<file path="src/include/pdm_pkg.sv">
package pdm_pkg;

   // ************************************************************
   // bus shape
   // ************************************************************
   localparam int unsigned APB_ADDR_W = 12;

   // register indices; byte address is four times the index
   localparam logic [31:0] IDX_PRIMARY = 32'h0fffff82;
   localparam logic [31:0] IDX_SECONDARY = 32'hffffff88;
   localparam logic [31:0] IDX_THIRD = 32'hffffff8a;
   localparam logic [31:0] IDX_AUX = 32'hffffff8c;

   // ************************************************************
   // reset values and field positions
   // ************************************************************
   localparam logic [7:0] PRIMARY_RST = 8'h00;
   localparam logic [7:0] SECONDARY_RST = 8'h00;
   localparam logic [7:0] THIRD_RST = 8'h00;
   localparam logic [7:0] AUX_RST = 8'h00;
   localparam int unsigned DEEP_HALT_SELECT_BIT = 7;
   localparam int unsigned TIMER_UNIT_STOP_BIT = 2;
   localparam int unsigned CALENDAR_STOP_BIT = 1;
   localparam int unsigned SERIAL_PLAIN_STOP_BIT = 0;
   localparam logic [7:0] PRIMARY_WR_MASK = 8'h87;
   localparam int unsigned DMA_STOP_BIT = 7;
   localparam int unsigned DAC_STOP_BIT = 6;
   localparam int unsigned ADC_STOP_BIT = 5;
   localparam int unsigned DISPLAY_OFF_BIT = 4;
   localparam int unsigned DISPLAY_FETCH_BIT = 3;
   localparam int unsigned CARD_STOP_BIT = 2;
   localparam int unsigned FIFO_SERIAL_STOP_BIT = 1;
   localparam int unsigned INFRARED_STOP_BIT = 0;
   localparam int unsigned BUS_HALT_STOP_BIT = 7;
   localparam int unsigned WATCHDOG_FIXED_BIT = 0;
   localparam logic [7:0] THIRD_WR_MASK = 8'h81;
   localparam int unsigned BUS_QUARTER_BIT = 0;
   localparam logic [7:0] AUX_WR_MASK = 8'h01;
   localparam int unsigned AUX_MODE_LSB = 4;

   // ************************************************************
   // timing counts
   // ************************************************************
   localparam int unsigned WDT_FIXED_DIV = 65536;
   localparam int unsigned BUS_QUARTER_DIV = 4;
   localparam int unsigned MOD_N = 9;

   // ************************************************************
   // types
   // ************************************************************
   typedef enum logic [2:0] {
      MODE_NORMAL = 3'b001,
      MODE_LIGHT = 3'b010,
      MODE_DEEP = 3'b100
   } pdm_mode_t;

   typedef struct packed {
      logic psel;
      logic penable;
      logic pwrite;
      logic [APB_ADDR_W-1:0] paddr;
      logic [31:0] pwdata;
   } pdm_apb_req_t;

   // msb first: dma, dac, adc, card, fifo serial, infrared, timer, calendar, plain serial
   typedef struct packed {
      logic dma_controller;
      logic dac_block;
      logic adc_block;
      logic card_controller;
      logic serial_with_queue;
      logic infrared_serial;
      logic timer_unit;
      logic calendar_clock;
      logic serial_plain;
   } pdm_mod_en_t;

endpackage

</file>
<file path="src/logic/pdm_clk_div.sv">
`timescale 1ns/100ps
module pdm_clk_div #(
   parameter int unsigned DIV = 4
) (
   input wire logic clk,     // system clock
   input wire logic sys_rst, // async reset, active high
   input wire logic run,     // divider runs while high
   output logic tick         // one-cycle enable every DIV cycles
);
   localparam int unsigned CW = (DIV > 1) ? $clog2(DIV) : 1;
   localparam logic [CW-1:0] LAST = CW'(DIV - 1);

   logic [CW-1:0] cnt_reg;
   wire wrap = (cnt_reg == LAST);

   // idle divider restarts so the first tick comes a full period after run
   always_ff @(posedge clk or posedge sys_rst) begin
      if (sys_rst) begin
         cnt_reg <= '0;
         tick <= 1'b0;
      end else begin
         cnt_reg <= (!run || wrap) ? '0 : cnt_reg + 1'b1;
         tick <= run && wrap;
      end
   end
endmodule

</file>
<file path="src/logic/pdm_power_ctrl.sv">
// Implementation choice: register access over APB.
`timescale 1ns/100ps
// Behaviour
// - halt with select 0 enters light halt
// - halt with select 1 enters deep halt
// - primary register resets to zero
// - primary bits six to three read zero
// - primary bit 2 stops timer clock
// - primary bit 1 stops calendar interface clock
// - primary bit 0 stops plain serial clock
// - secondary register resets to zero
// - secondary bit 7 stops dma clock
// - secondary bit 6 stops dac clock
// - secondary bit 5 stops adc clock
// - secondary bit 4 forces display off
// - secondary bit 3 stops display fetch
// - secondary bit 2 stops card controller clock
// - secondary bit 1 stops fifo serial clock
// - secondary bit 0 stops infrared serial clock
// - light halt refresh drives both status low
// - light halt may quarter the bus clock
// - light halt may stop main bus clock
// - stopped timer holds pins, serial resets
// - cpu halts only in halt modes
// - deep halt timer runs on calendar input
// - light halt status high one, low zero
// - deep halt status high zero, low one
// - third bit 7 stops bus clock in light halt
// - third bit 0 fixes watchdog divider
module pdm_power_ctrl
   import pdm_pkg::*;
#(
   parameter int unsigned WDT_DIV = pdm_pkg::WDT_FIXED_DIV,
   parameter int unsigned BUS_DIV = pdm_pkg::BUS_QUARTER_DIV
) (
   input wire logic clk,                       // 10 MHz system clock
   input wire logic sys_rst,                   // async reset, active high
   input wire pdm_pkg::pdm_apb_req_t apb_req,  // apb request group
   output logic [31:0] prdata,                 // apb read data
   output logic pready,                        // apb ready
   output logic pslverr,                       // apb error, unmapped address
   input wire logic halt_exec,                 // cpu executes halt, one cycle
   input wire logic wake_req,                  // interrupt cancels halt
   input wire logic refresh_active,            // memory refresh cycle running
   input wire logic dma_xfer_busy,             // dma transfer in progress
   input wire logic display_xfer_busy,         // display transfer in progress
   input wire logic timer_from_calendar,       // timer counts calendar output
   input wire logic wdt_sel_tick,              // watchdog tick from its own divider
   output pdm_pkg::pdm_mod_en_t mod_clk_en,    // per-module clock enables
   output logic display_off,                   // display forced off
   output logic display_fetch_stop,            // display fetch frozen, zero data
   output logic timer_pins_hold,               // timer pins hold state
   output logic serial_plain_pins_reset,       // plain serial pins at reset state
   output logic cpu_halt,                      // cpu clock stopped
   output logic clock_generator_stop,          // clock generator halted
   output logic self_refresh_req,              // external memory self refresh
   output logic bus_controller_clk_en,         // main bus controller clock
   output logic low_power_bus_controller_clk_en, // low-power bus controller clock
   output logic bus_clk_en,                    // external bus clock enable
   output logic wdt_tick,                      // watchdog count enable
   output logic proc_status_high_pin,          // processing status, upper
   output logic proc_status_low_pin            // processing status, lower
);
   import pdm_pkg::*;

   // ************************************************************
   // registers and state
   // ************************************************************
   logic [7:0] primary_reg;
   logic [7:0] secondary_reg;
   logic [7:0] third_reg;
   logic [7:0] aux_reg;
   pdm_mode_t mode_reg;
   pdm_mode_t mode_next;
   logic [MOD_N-1:0] mod_en_reg;
   logic quarter_tick;
   logic fixed_tick;

   // ************************************************************
   // apb decode
   // ************************************************************
   localparam int unsigned WA = APB_ADDR_W - 2;
   wire [WA-1:0] word_addr = apb_req.paddr[APB_ADDR_W-1:2];
   wire hit_primary = (word_addr == IDX_PRIMARY[WA-1:0]);
   wire hit_secondary = (word_addr == IDX_SECONDARY[WA-1:0]);
   wire hit_third = (word_addr == IDX_THIRD[WA-1:0]);
   wire hit_aux = (word_addr == IDX_AUX[WA-1:0]);
   wire hit_any = hit_primary | hit_secondary | hit_third | hit_aux;
   wire setup_ph = apb_req.psel && !apb_req.penable;
   wire access_done = apb_req.psel && apb_req.penable && pready;
   wire wr_ok = access_done && apb_req.pwrite && hit_any;
   wire [7:0] wdata = apb_req.pwdata[7:0];
   wire [7:0] wr_primary = wdata & PRIMARY_WR_MASK;
   wire [7:0] wr_third = wdata & THIRD_WR_MASK;
   wire [7:0] wr_aux = wdata & AUX_WR_MASK;
   wire [7:0] aux_view = aux_reg | {1'b0, mode_reg, 4'h0};
   wire [7:0] rd_byte = hit_primary ? primary_reg :
                        hit_secondary ? secondary_reg :
                        hit_third ? third_reg :
                        hit_aux ? aux_view : 8'h00;

   // answer is ready in the cycle after setup, so each transfer has no wait
   always_ff @(posedge clk or posedge sys_rst) begin
      if (sys_rst) begin
         pready <= 1'b0;
         pslverr <= 1'b0;
         prdata <= 32'h0;
      end else begin
         pready <= setup_ph;
         pslverr <= setup_ph && !hit_any;
         prdata <= (setup_ph && !apb_req.pwrite) ? {24'h0, rd_byte} : 32'h0;
      end
   end

   always_ff @(posedge clk or posedge sys_rst) begin
      if (sys_rst) begin
         primary_reg <= PRIMARY_RST;
         secondary_reg <= SECONDARY_RST;
         third_reg <= THIRD_RST;
         aux_reg <= AUX_RST;
      end else if (wr_ok) begin
         if (hit_primary) primary_reg <= wr_primary;
         if (hit_secondary) secondary_reg <= wdata;
         if (hit_third) third_reg <= wr_third;
         if (hit_aux) aux_reg <= wr_aux;
      end
   end

   // ************************************************************
   // mode machine
   // ************************************************************
   wire deep_sel = primary_reg[DEEP_HALT_SELECT_BIT];
   wire in_light = (mode_reg == MODE_LIGHT);
   wire in_deep = (mode_reg == MODE_DEEP);
   wire in_normal = (mode_reg == MODE_NORMAL);

   always_comb begin
      mode_next = mode_reg;
      case (mode_reg)
         MODE_NORMAL: begin
            if (halt_exec) begin
               mode_next = deep_sel ? MODE_DEEP : MODE_LIGHT;
            end
         end
         MODE_LIGHT, MODE_DEEP: begin
            if (wake_req) begin
               mode_next = MODE_NORMAL;
            end
         end
         default: mode_next = MODE_NORMAL;
      endcase
   end

   always_ff @(posedge clk or posedge sys_rst) begin
      if (sys_rst) mode_reg <= MODE_NORMAL;
      else mode_reg <= mode_next;
   end

   // ************************************************************
   // module clock gating
   // ************************************************************
   wire [MOD_N-1:0] stop_vec = {
      secondary_reg[DMA_STOP_BIT],
      secondary_reg[DAC_STOP_BIT],
      secondary_reg[ADC_STOP_BIT],
      secondary_reg[CARD_STOP_BIT],
      secondary_reg[FIFO_SERIAL_STOP_BIT],
      secondary_reg[INFRARED_STOP_BIT],
      primary_reg[TIMER_UNIT_STOP_BIT],
      primary_reg[CALENDAR_STOP_BIT],
      primary_reg[SERIAL_PLAIN_STOP_BIT]
   };
   // deep halt stops every module except a timer fed from the calendar
   wire [MOD_N-1:0] deep_keep = {6'h00, timer_from_calendar, 2'b00};

   genvar gi;
   generate
      for (gi = 0; gi < MOD_N; gi++) begin : g_gate
         // clearing the stop bit re-enables on the next edge
         always_ff @(posedge clk or posedge sys_rst) begin
            if (sys_rst) mod_en_reg[gi] <= 1'b1;
            else mod_en_reg[gi] <= !stop_vec[gi] && !(in_deep && !deep_keep[gi]);
         end
      end
   endgenerate

   assign mod_clk_en = pdm_mod_en_t'(mod_en_reg);

   // ************************************************************
   // bus clocking, cpu and pins
   // ************************************************************
   wire bus_halt_stop = third_reg[BUS_HALT_STOP_BIT];
   wire quarter_sel = aux_reg[BUS_QUARTER_BIT];
   wire quarter_run = in_light && quarter_sel;
   wire lp_bus_need = dma_xfer_busy || display_xfer_busy;
   wire wdt_fixed = third_reg[WATCHDOG_FIXED_BIT];

   pdm_clk_div #(.DIV(BUS_DIV)) u_bus_div (
      .clk(clk),
      .sys_rst(sys_rst),
      .run(quarter_run),
      .tick(quarter_tick)
   );

   pdm_clk_div #(.DIV(WDT_DIV)) u_wdt_div (
      .clk(clk),
      .sys_rst(sys_rst),
      .run(wdt_fixed),
      .tick(fixed_tick)
   );

   wire status_hi_next = in_light && !refresh_active;
   wire status_lo_next = in_deep;

   always_ff @(posedge clk or posedge sys_rst) begin
      if (sys_rst) begin
         proc_status_high_pin <= 1'b1;
         proc_status_low_pin <= 1'b1;
         cpu_halt <= 1'b0;
         clock_generator_stop <= 1'b0;
         self_refresh_req <= 1'b0;
         bus_controller_clk_en <= 1'b1;
         low_power_bus_controller_clk_en <= 1'b1;
         bus_clk_en <= 1'b1;
         wdt_tick <= 1'b0;
         display_off <= 1'b0;
         display_fetch_stop <= 1'b0;
         timer_pins_hold <= 1'b0;
         serial_plain_pins_reset <= 1'b0;
      end else begin
         proc_status_high_pin <= status_hi_next;
         proc_status_low_pin <= status_lo_next;
         cpu_halt <= !in_normal;
         clock_generator_stop <= in_deep;
         self_refresh_req <= in_deep;
         // main bus clock only stops in halt modes, never in normal run
         bus_controller_clk_en <= !in_deep && !(in_light && bus_halt_stop);
         low_power_bus_controller_clk_en <= !in_deep &&
            (!(in_light && bus_halt_stop) || lp_bus_need);
         // refresh timing is counted elsewhere in core clocks, so its rate holds
         bus_clk_en <= in_deep ? 1'b0 : (quarter_run ? quarter_tick : 1'b1);
         wdt_tick <= wdt_fixed ? fixed_tick : wdt_sel_tick;
         display_off <= secondary_reg[DISPLAY_OFF_BIT];
         display_fetch_stop <= secondary_reg[DISPLAY_FETCH_BIT];
         timer_pins_hold <= primary_reg[TIMER_UNIT_STOP_BIT];
         serial_plain_pins_reset <= primary_reg[SERIAL_PLAIN_STOP_BIT];
      end
   end
endmodule

</file>
<file path="config.mk">
export PLATFORM = sky130hd
export DESIGN_NAME = pdm_power_ctrl
export DESIGN_NICKNAME = d
export VERILOG_FILES = /design/src/include/pdm_pkg.sv /design/src/logic/pdm_clk_div.sv /design/src/logic/pdm_power_ctrl.sv
export SDC_FILE = /design/constraint.sdc
export NUM_CORES = 1
export LEC_CHECK = 0
export ABC_AREA = 1
export ABC_CLOCK_PERIOD_IN_PS = 3500
export BUFFER_PORTS_ARGS = -buffer_cell sky130_fd_sc_hd__buf_2
export CAP_MARGIN = 5
export CORE_MARGIN = 10
export CORE_UTILIZATION = 35
export CTS_BUF_LIST = sky130_fd_sc_hd__clkbuf_4 sky130_fd_sc_hd__clkbuf_8 sky130_fd_sc_hd__clkbuf_16
export DETAILED_ROUTE_END_ITERATION = 12
export PLACE_DENSITY = 0.69
export SYNTH_ARGS = -nofsm -noshare
export SYNTH_HDL_FRONTEND = slang
export SYNTH_SLANG_ARGS = --single-unit
</file>
<file path="constraint.sdc">
create_clock -name clk -period 3.5 [get_ports clk]
set_input_delay 0 -clock clk [delete_from_list [all_inputs] [get_ports clk]]
set_output_delay 0 -clock clk [all_outputs]
set_load 0.02 [all_outputs]
</file>
Word-level counts from Yosys, hierarchy flattened
Index checks and enable logic that the tools add are counted.
Widths: inputs -> output; s select.
Storage, ports and cells
  output and inout bits: 56
  RAM bits: 0
  bits in registers: 69
  word-level logic and storage cells: 118
  memories: 0
  ROM bits: 0
  bits in latches: 0
Cells by class
  reduce and logical (&&, ||, !) cells: 54
  order comparisons: 0
  add/subtract/negate cells: 2
  multiply operators: 0
  bitwise logic cells: 4
  mux-type cells: 14
  div/mod/pow operators: 0
  shifts and indexed selects: 0
  equality and inequality tests: 11
Operators with widths (count)
  $eq 10x10->1 const B: 4
  $mux 8: 4
  $logic_and 1x1->1: 24
  $logic_not 1->1: 20
  $add 16x1->16 const B: 1
  $eq 16x16->1 const B: 1
  $mux 16: 1
  $reduce_and 2->1: 5
  $mux 3: 3
  $mux 7: 1
  $or 1x7->7: 1
  $pmux 3 s2: 1
  $logic_or 1x1->1: 4
  $ne 2x2->1 const B: 2
  $eq 3x1->1 const B: 1
  $eq 3x2->1 const B: 1
  $eq 3x3->1 const B: 1
  $mux 1: 3
  $or 1x1->1: 3
  $add 2x1->2 const B: 1
  $eq 2x2->1 const B: 1
  $mux 2: 1
  $reduce_or 2->1: 1

Logic depth before layout (Yosys ltp)
  depth in word-level cells: 6
  depth in mapped cells: 10
  gate-level depth less buffers: 10

By module
From an unflattened synthesis, not the netlist that was laid out.
Unflattened totals
  cells, all modules: 356
  area, all modules: 3311.9 um2
By module, submodules not included
  pdm_power_ctrl: cells an instance 234, seq. area each 1244.9 um2, instances 1, area each 2278.4 um2
  pdm_clk_div (u_wdt_div): cells an instance 110, seq. area each 425.4 um2, instances 1, area each 915.9 um2
  pdm_clk_div (u_bus_div): cells an instance 12, seq. area each 75.1 um2, instances 1, area each 117.6 um2

Least setup slack after synthesis
OpenSTA, ideal clock, no wires.
  path kind: flip-flop to flip-flop
  start point: register u_wdt_div.cnt_reg[0]
  end point: register u_wdt_div.cnt_reg[4]
  library setup time: 0.121 ns
  data arrival time: 1.270 ns
  stages on the path, launching flop included: 10
  slack: 2.109 ns
  required time: 3.379 ns
  period minus slack after synthesis: 1.391 ns
  cells stage by stage: dfrtp_1 > ha_1 > nand2_1 > inv_2 > nand2_2 > nor2_4 > nand3_2 > o21ai_2 > buf_6 > nor3_1
Between the ends
  word-level cells in the longest chain between the ends: 3
  elaborated cells on any way between the ends: 4
Ends and longest elaborated chain
  start: declaration: RTL line pdm_clk_div.sv:13  | logic [CW-1:0] cnt_reg;
  start signal: assignment: RTL line pdm_clk_div.sv:22  | cnt_reg <= (!run || wrap) ? '0 : cnt_reg + 1'b1;
  branches (longest 2 deep; another with $add 16x1->16)
  $mux 16 *: RTL line pdm_clk_div.sv:22
Every way passes the cells marked *.
A chain may end at the register's enable or synchronous reset.

Worst setup path after layout
  start point: register mode_reg[1]
  end point: register low_power_bus_controller_clk_en
Between the ends
  word-level cells in the longest chain between the ends: 5
  elaborated cells on any way between the ends: 7
Ends and longest elaborated chain
  start: declaration: RTL line pdm_power_ctrl.sv:73  | pdm_mode_t mode_reg;
  start signal: assignment: RTL line pdm_power_ctrl.sv:156  | else mode_reg <= mode_next;
  $eq 3x2->1: RTL line pdm_power_ctrl.sv:133  | wire in_light = (mode_reg == MODE_LIGHT);
  $logic_and 1x1->1: RTL line pdm_power_ctrl.sv:239  | (!(in_light && bus_halt_stop) || lp_bus_need);
  $logic_not 1->1: RTL line pdm_power_ctrl.sv:239
  $logic_or 1x1->1: RTL line pdm_power_ctrl.sv:239
  $logic_and 1x1->1 *: RTL line pdm_power_ctrl.sv:238  | low_power_bus_controller_clk_en <= !in_deep &&
  end signal: assignment: RTL line pdm_power_ctrl.sv:238
  end: declaration: RTL line pdm_power_ctrl.sv:58  | output logic low_power_bus_controller_clk_en,
Every way passes the cells marked *; elsewhere a longest branch is shown, timed or not.

==> qor.txt <==
Status -> finished, final reports clean
Vias -> 2459
Commonest non-fill, non-tap cell in the layout -> nand2_1
Number of synthesized register bits -> 69
Mapped cell area -> 3240 um^2
Setup Skew -> 0.00954 ns
Top cells by area, synth -> dfrtp_1 42%, dfstp_2 12%, nand2_1 8.3%
Final #Nets -> 499
First-pass GRT wire length -> 12.0 mm
Sw Pwr -> 0.000435 W
Clock root buffer -> clkbuf_8
Final setup fails -> 0
Clock power frac -> 0.371
DR WL/cell -> 13.4 um
WS Path Type -> reg2reg
Maximum VDD drop -> 239 uV
Ant diodes -> 0
Via/cell ratio -> 4.41
Initial antenna violation count -> 0
CTS H-Tree Depth -> 3
Clk_lat worst skew -> 0.35 ns
Total CTS buffers -> 9
Max Root-Sink Buffers -> 2
GRT overflow -> 0
CP Launch Type -> register
Starting Density -> 0.355
Met1 Wirelength -> 3.24 mm
Highest-count cells in the layout ignoring fill and taps -> 72 x nand2_1, 61 x buf_2, 54 x dfrtp_1, 41 x inv_1, 41 x nor2_1
XOR/XNOR share of the synthesized area -> 0.0162
RD Place Congestion -> 0.813
Post-CTS sizing -> 0
Critical Path End Type -> register
Post-synthesis mux area share -> 0
Clk pin slew, worst setup/hold paths -> 0.07 ns
Yosys cell types -> 40
Final hold violation count -> 0
Hold WS -> 0.0587 ns
Final WS setup -> 1.70 ns
Number of global-route vias before repair -> 2549
Syn_area_per_cell -> 9.12 um^2
Area grow syn2layout -> 21.3%
Buf/Inv on CP -> 3
Core ar. -> 9110 um^2
Internal power -> 0.00116 W
Leak Pwr -> 1.94 nW
Unrepaired setup endpoints after global routing -> no
Filler instances -> 886
Cell Rows -> 35
Worst Path Arrival -> 2.09 ns
Pwr dens -> 407 nW/um^2
Drt pass-1 iters -> 6
Cell count after synthesis -> 355
Largest delay share family, worst path -> buffers and inverters
Ys Warns -> 0
CTS sink count -> 69
Logic pwr share -> 0.105
Most Frequent Cell on Critical Path -> inv_1
Top cell type's share of synthesized area -> 0.417
Power share of the sequential group -> 0.523
Synth Area in Adders -> 0.00773
DRT antenna net count -> 0
Hold/Removal Path Class -> in2reg
Compound-Gate Fraction of Synth Area -> 0.0452
Simple-gate share of the synthesized area -> 0.263
Detail Route met2 WL -> 3.73 mm
Largest family of logic cells by synthesized area -> simple AND/OR/NAND/NOR gates
Fmax -> 555 MHz
Pins Over Slew Limit -> 0
Top Layer Used -> met4
Number of flip-flops in the largest register -> 16
Die height -> 116 um
Routed met3 length -> 381 um
Crit path max fanout -> 4
DP HPWL -> 5.65 mm
Post-synth top area cell -> dfrtp_1
Max-cap violations -> 0
Switch share -> 0.272
Slew headroom -> 0.391
Critical-path cell list -> nor3_1 -> inv_1 -> o41ai_1 -> dlygate4sd3_1 -> inv_1
Post-Place Setup Slack -> 1.77 ns
Period Utilization, post-route -> 0.515
Slowest stage delay, CP -> 0.61 ns
Initial DRC Count -> 81
Crit-path slowest cell -> dlygate4sd3_1
Worst slew pin tran -> 0.913 ns
Pin count of the biggest net entering global routing -> 47
Layout cells sized above 1 -> 0.285
Total global-route track usage -> 0.112
Chip width -> 116 um
CTS tree -> done
Layout Utilization -> 0.431
Setup TNS -> 0 ns
Residual DRC -> 0
Critical Path RT -> 3.79 ns
Die Area -> 13500 um^2
Crit path time final -> 1.80 ns
Post-Route WL -> 7.44 mm
Ports -> 112
Port bufs -> 61
Sequential fraction of the synthesis area -> 0.539
-- kinds of logic after synthesis --
kind of cell	count (synthesis)
compound gates	25
xor+xnor	6
fa+ha+maj	2
buf+inv	80
flops	69
other cells	1
simple gates	172
-- tightest hold or removal path: stages --
cell and delay, ns:
buf_2 0.12, nand4_1 0.08, nand2_1 0.05, nor2_1 0.08, nor2_1 0.05
-- routing by layer --
| metal | up-vias | track usage |
|---|---|---|
| li1 | 1236 | - |
| met1 | 1154 | 0.134 |
| met2 | 60 | 0.183 |
| met3 | 9 | 0.0401 |
| met4 | 0 | 0.0409 |
| met5 | - | 0 |
-- power groups by stage --
stage          logic, W  clock network [W]  registers, W
3_5_place_dp   0.000153                  0      0.000850
4_1_cts        0.000168           0.000612      0.000836
6_report       0.000168           0.000593      0.000837
5_1_grt        0.000189           0.000648      0.000840
2_1_floorplan  0.000111                  0      0.000862
3_3_place_gp   0.000148                  0      0.000850
-- area by class of cell --
| type | instances | area [um^2] | area share |
|---|---|---|---|
| Sequential cell | 69 | 1750 | 0.445 |
| Timing Repair Buffer | 81 | 500 | 0.128 |
| Clock inverter | 5 | 36.3 | 0.00924 |
| Clock buffer | 11 | 145 | 0.0370 |
| Tap cell | 111 | 139 | 0.0354 |
| Inverter | 51 | 193 | 0.0491 |
| Multi-Input combinational cell | 229 | 1170 | 0.297 |
-- synth_stat cells (all sizes together) --
cell type,count
nand2,77
dfrtp,54
nor2,53
inv,49
buf,28
nand3,17
dfstp,15
nand4,13
o21ai,12
nor3,9
a21oi,7
xor2,4
clkinv,2
ha,2
o22ai,2
or2,2
xnor2,2
a211oi,1
clkbuf,1
conb,1
nand3b,1
o21bai,1
o31ai,1
o41ai,1
-- path summary, 6_finish.rpt --
| kind | from | depth (start not counted) | slack, ns | endpoint |
|---|---|---|---|---|
| max | mode_reg[1]$_DFFE_PP0P_ | 5 | 1.70 | low_power_bus_controller_clk_en$_DFF_PP1_ |
| min | apb_req[37] | 5 | 0.06 | prdata[0]$_DFF_PP0_ |
| max reg2reg | mode_reg[1]$_DFFE_PP0P_ | 5 | 1.70 | low_power_bus_controller_clk_en$_DFF_PP1_ |
| min reg2reg | primary_reg[2]$_DFFE_PP0P_ | 0 | 0.42 | timer_pins_hold$_DFF_PP0_ |
| max in group asynchronous | sys_rst | 4 | 2.19 | mod_clk_en[4]$_DFF_PP1_ |
| min in group asynchronous | sys_rst | 3 | 0.39 | prdata[3]$_DFF_PP0_ |
-- repair_timing --
| action | in CTS | in global routing |
|---|---|---|
| endpoints found under the hold margin | 60 | 0 |
| hold buffers | 18 | 0 |
| setup buffers | 0 | 0 |
-- stage by stage --
step	instances	total power [W]	instance area, um^2
floorplan	378	0.000973	3320
CTS	557	0.00162	3930
finish	557	0.00160	3930
global route	557	0.00168	3930
detailed placement	523	0.00100	3560
global placement	523	0.000998	3560
(Power assumes the default switching activity.)
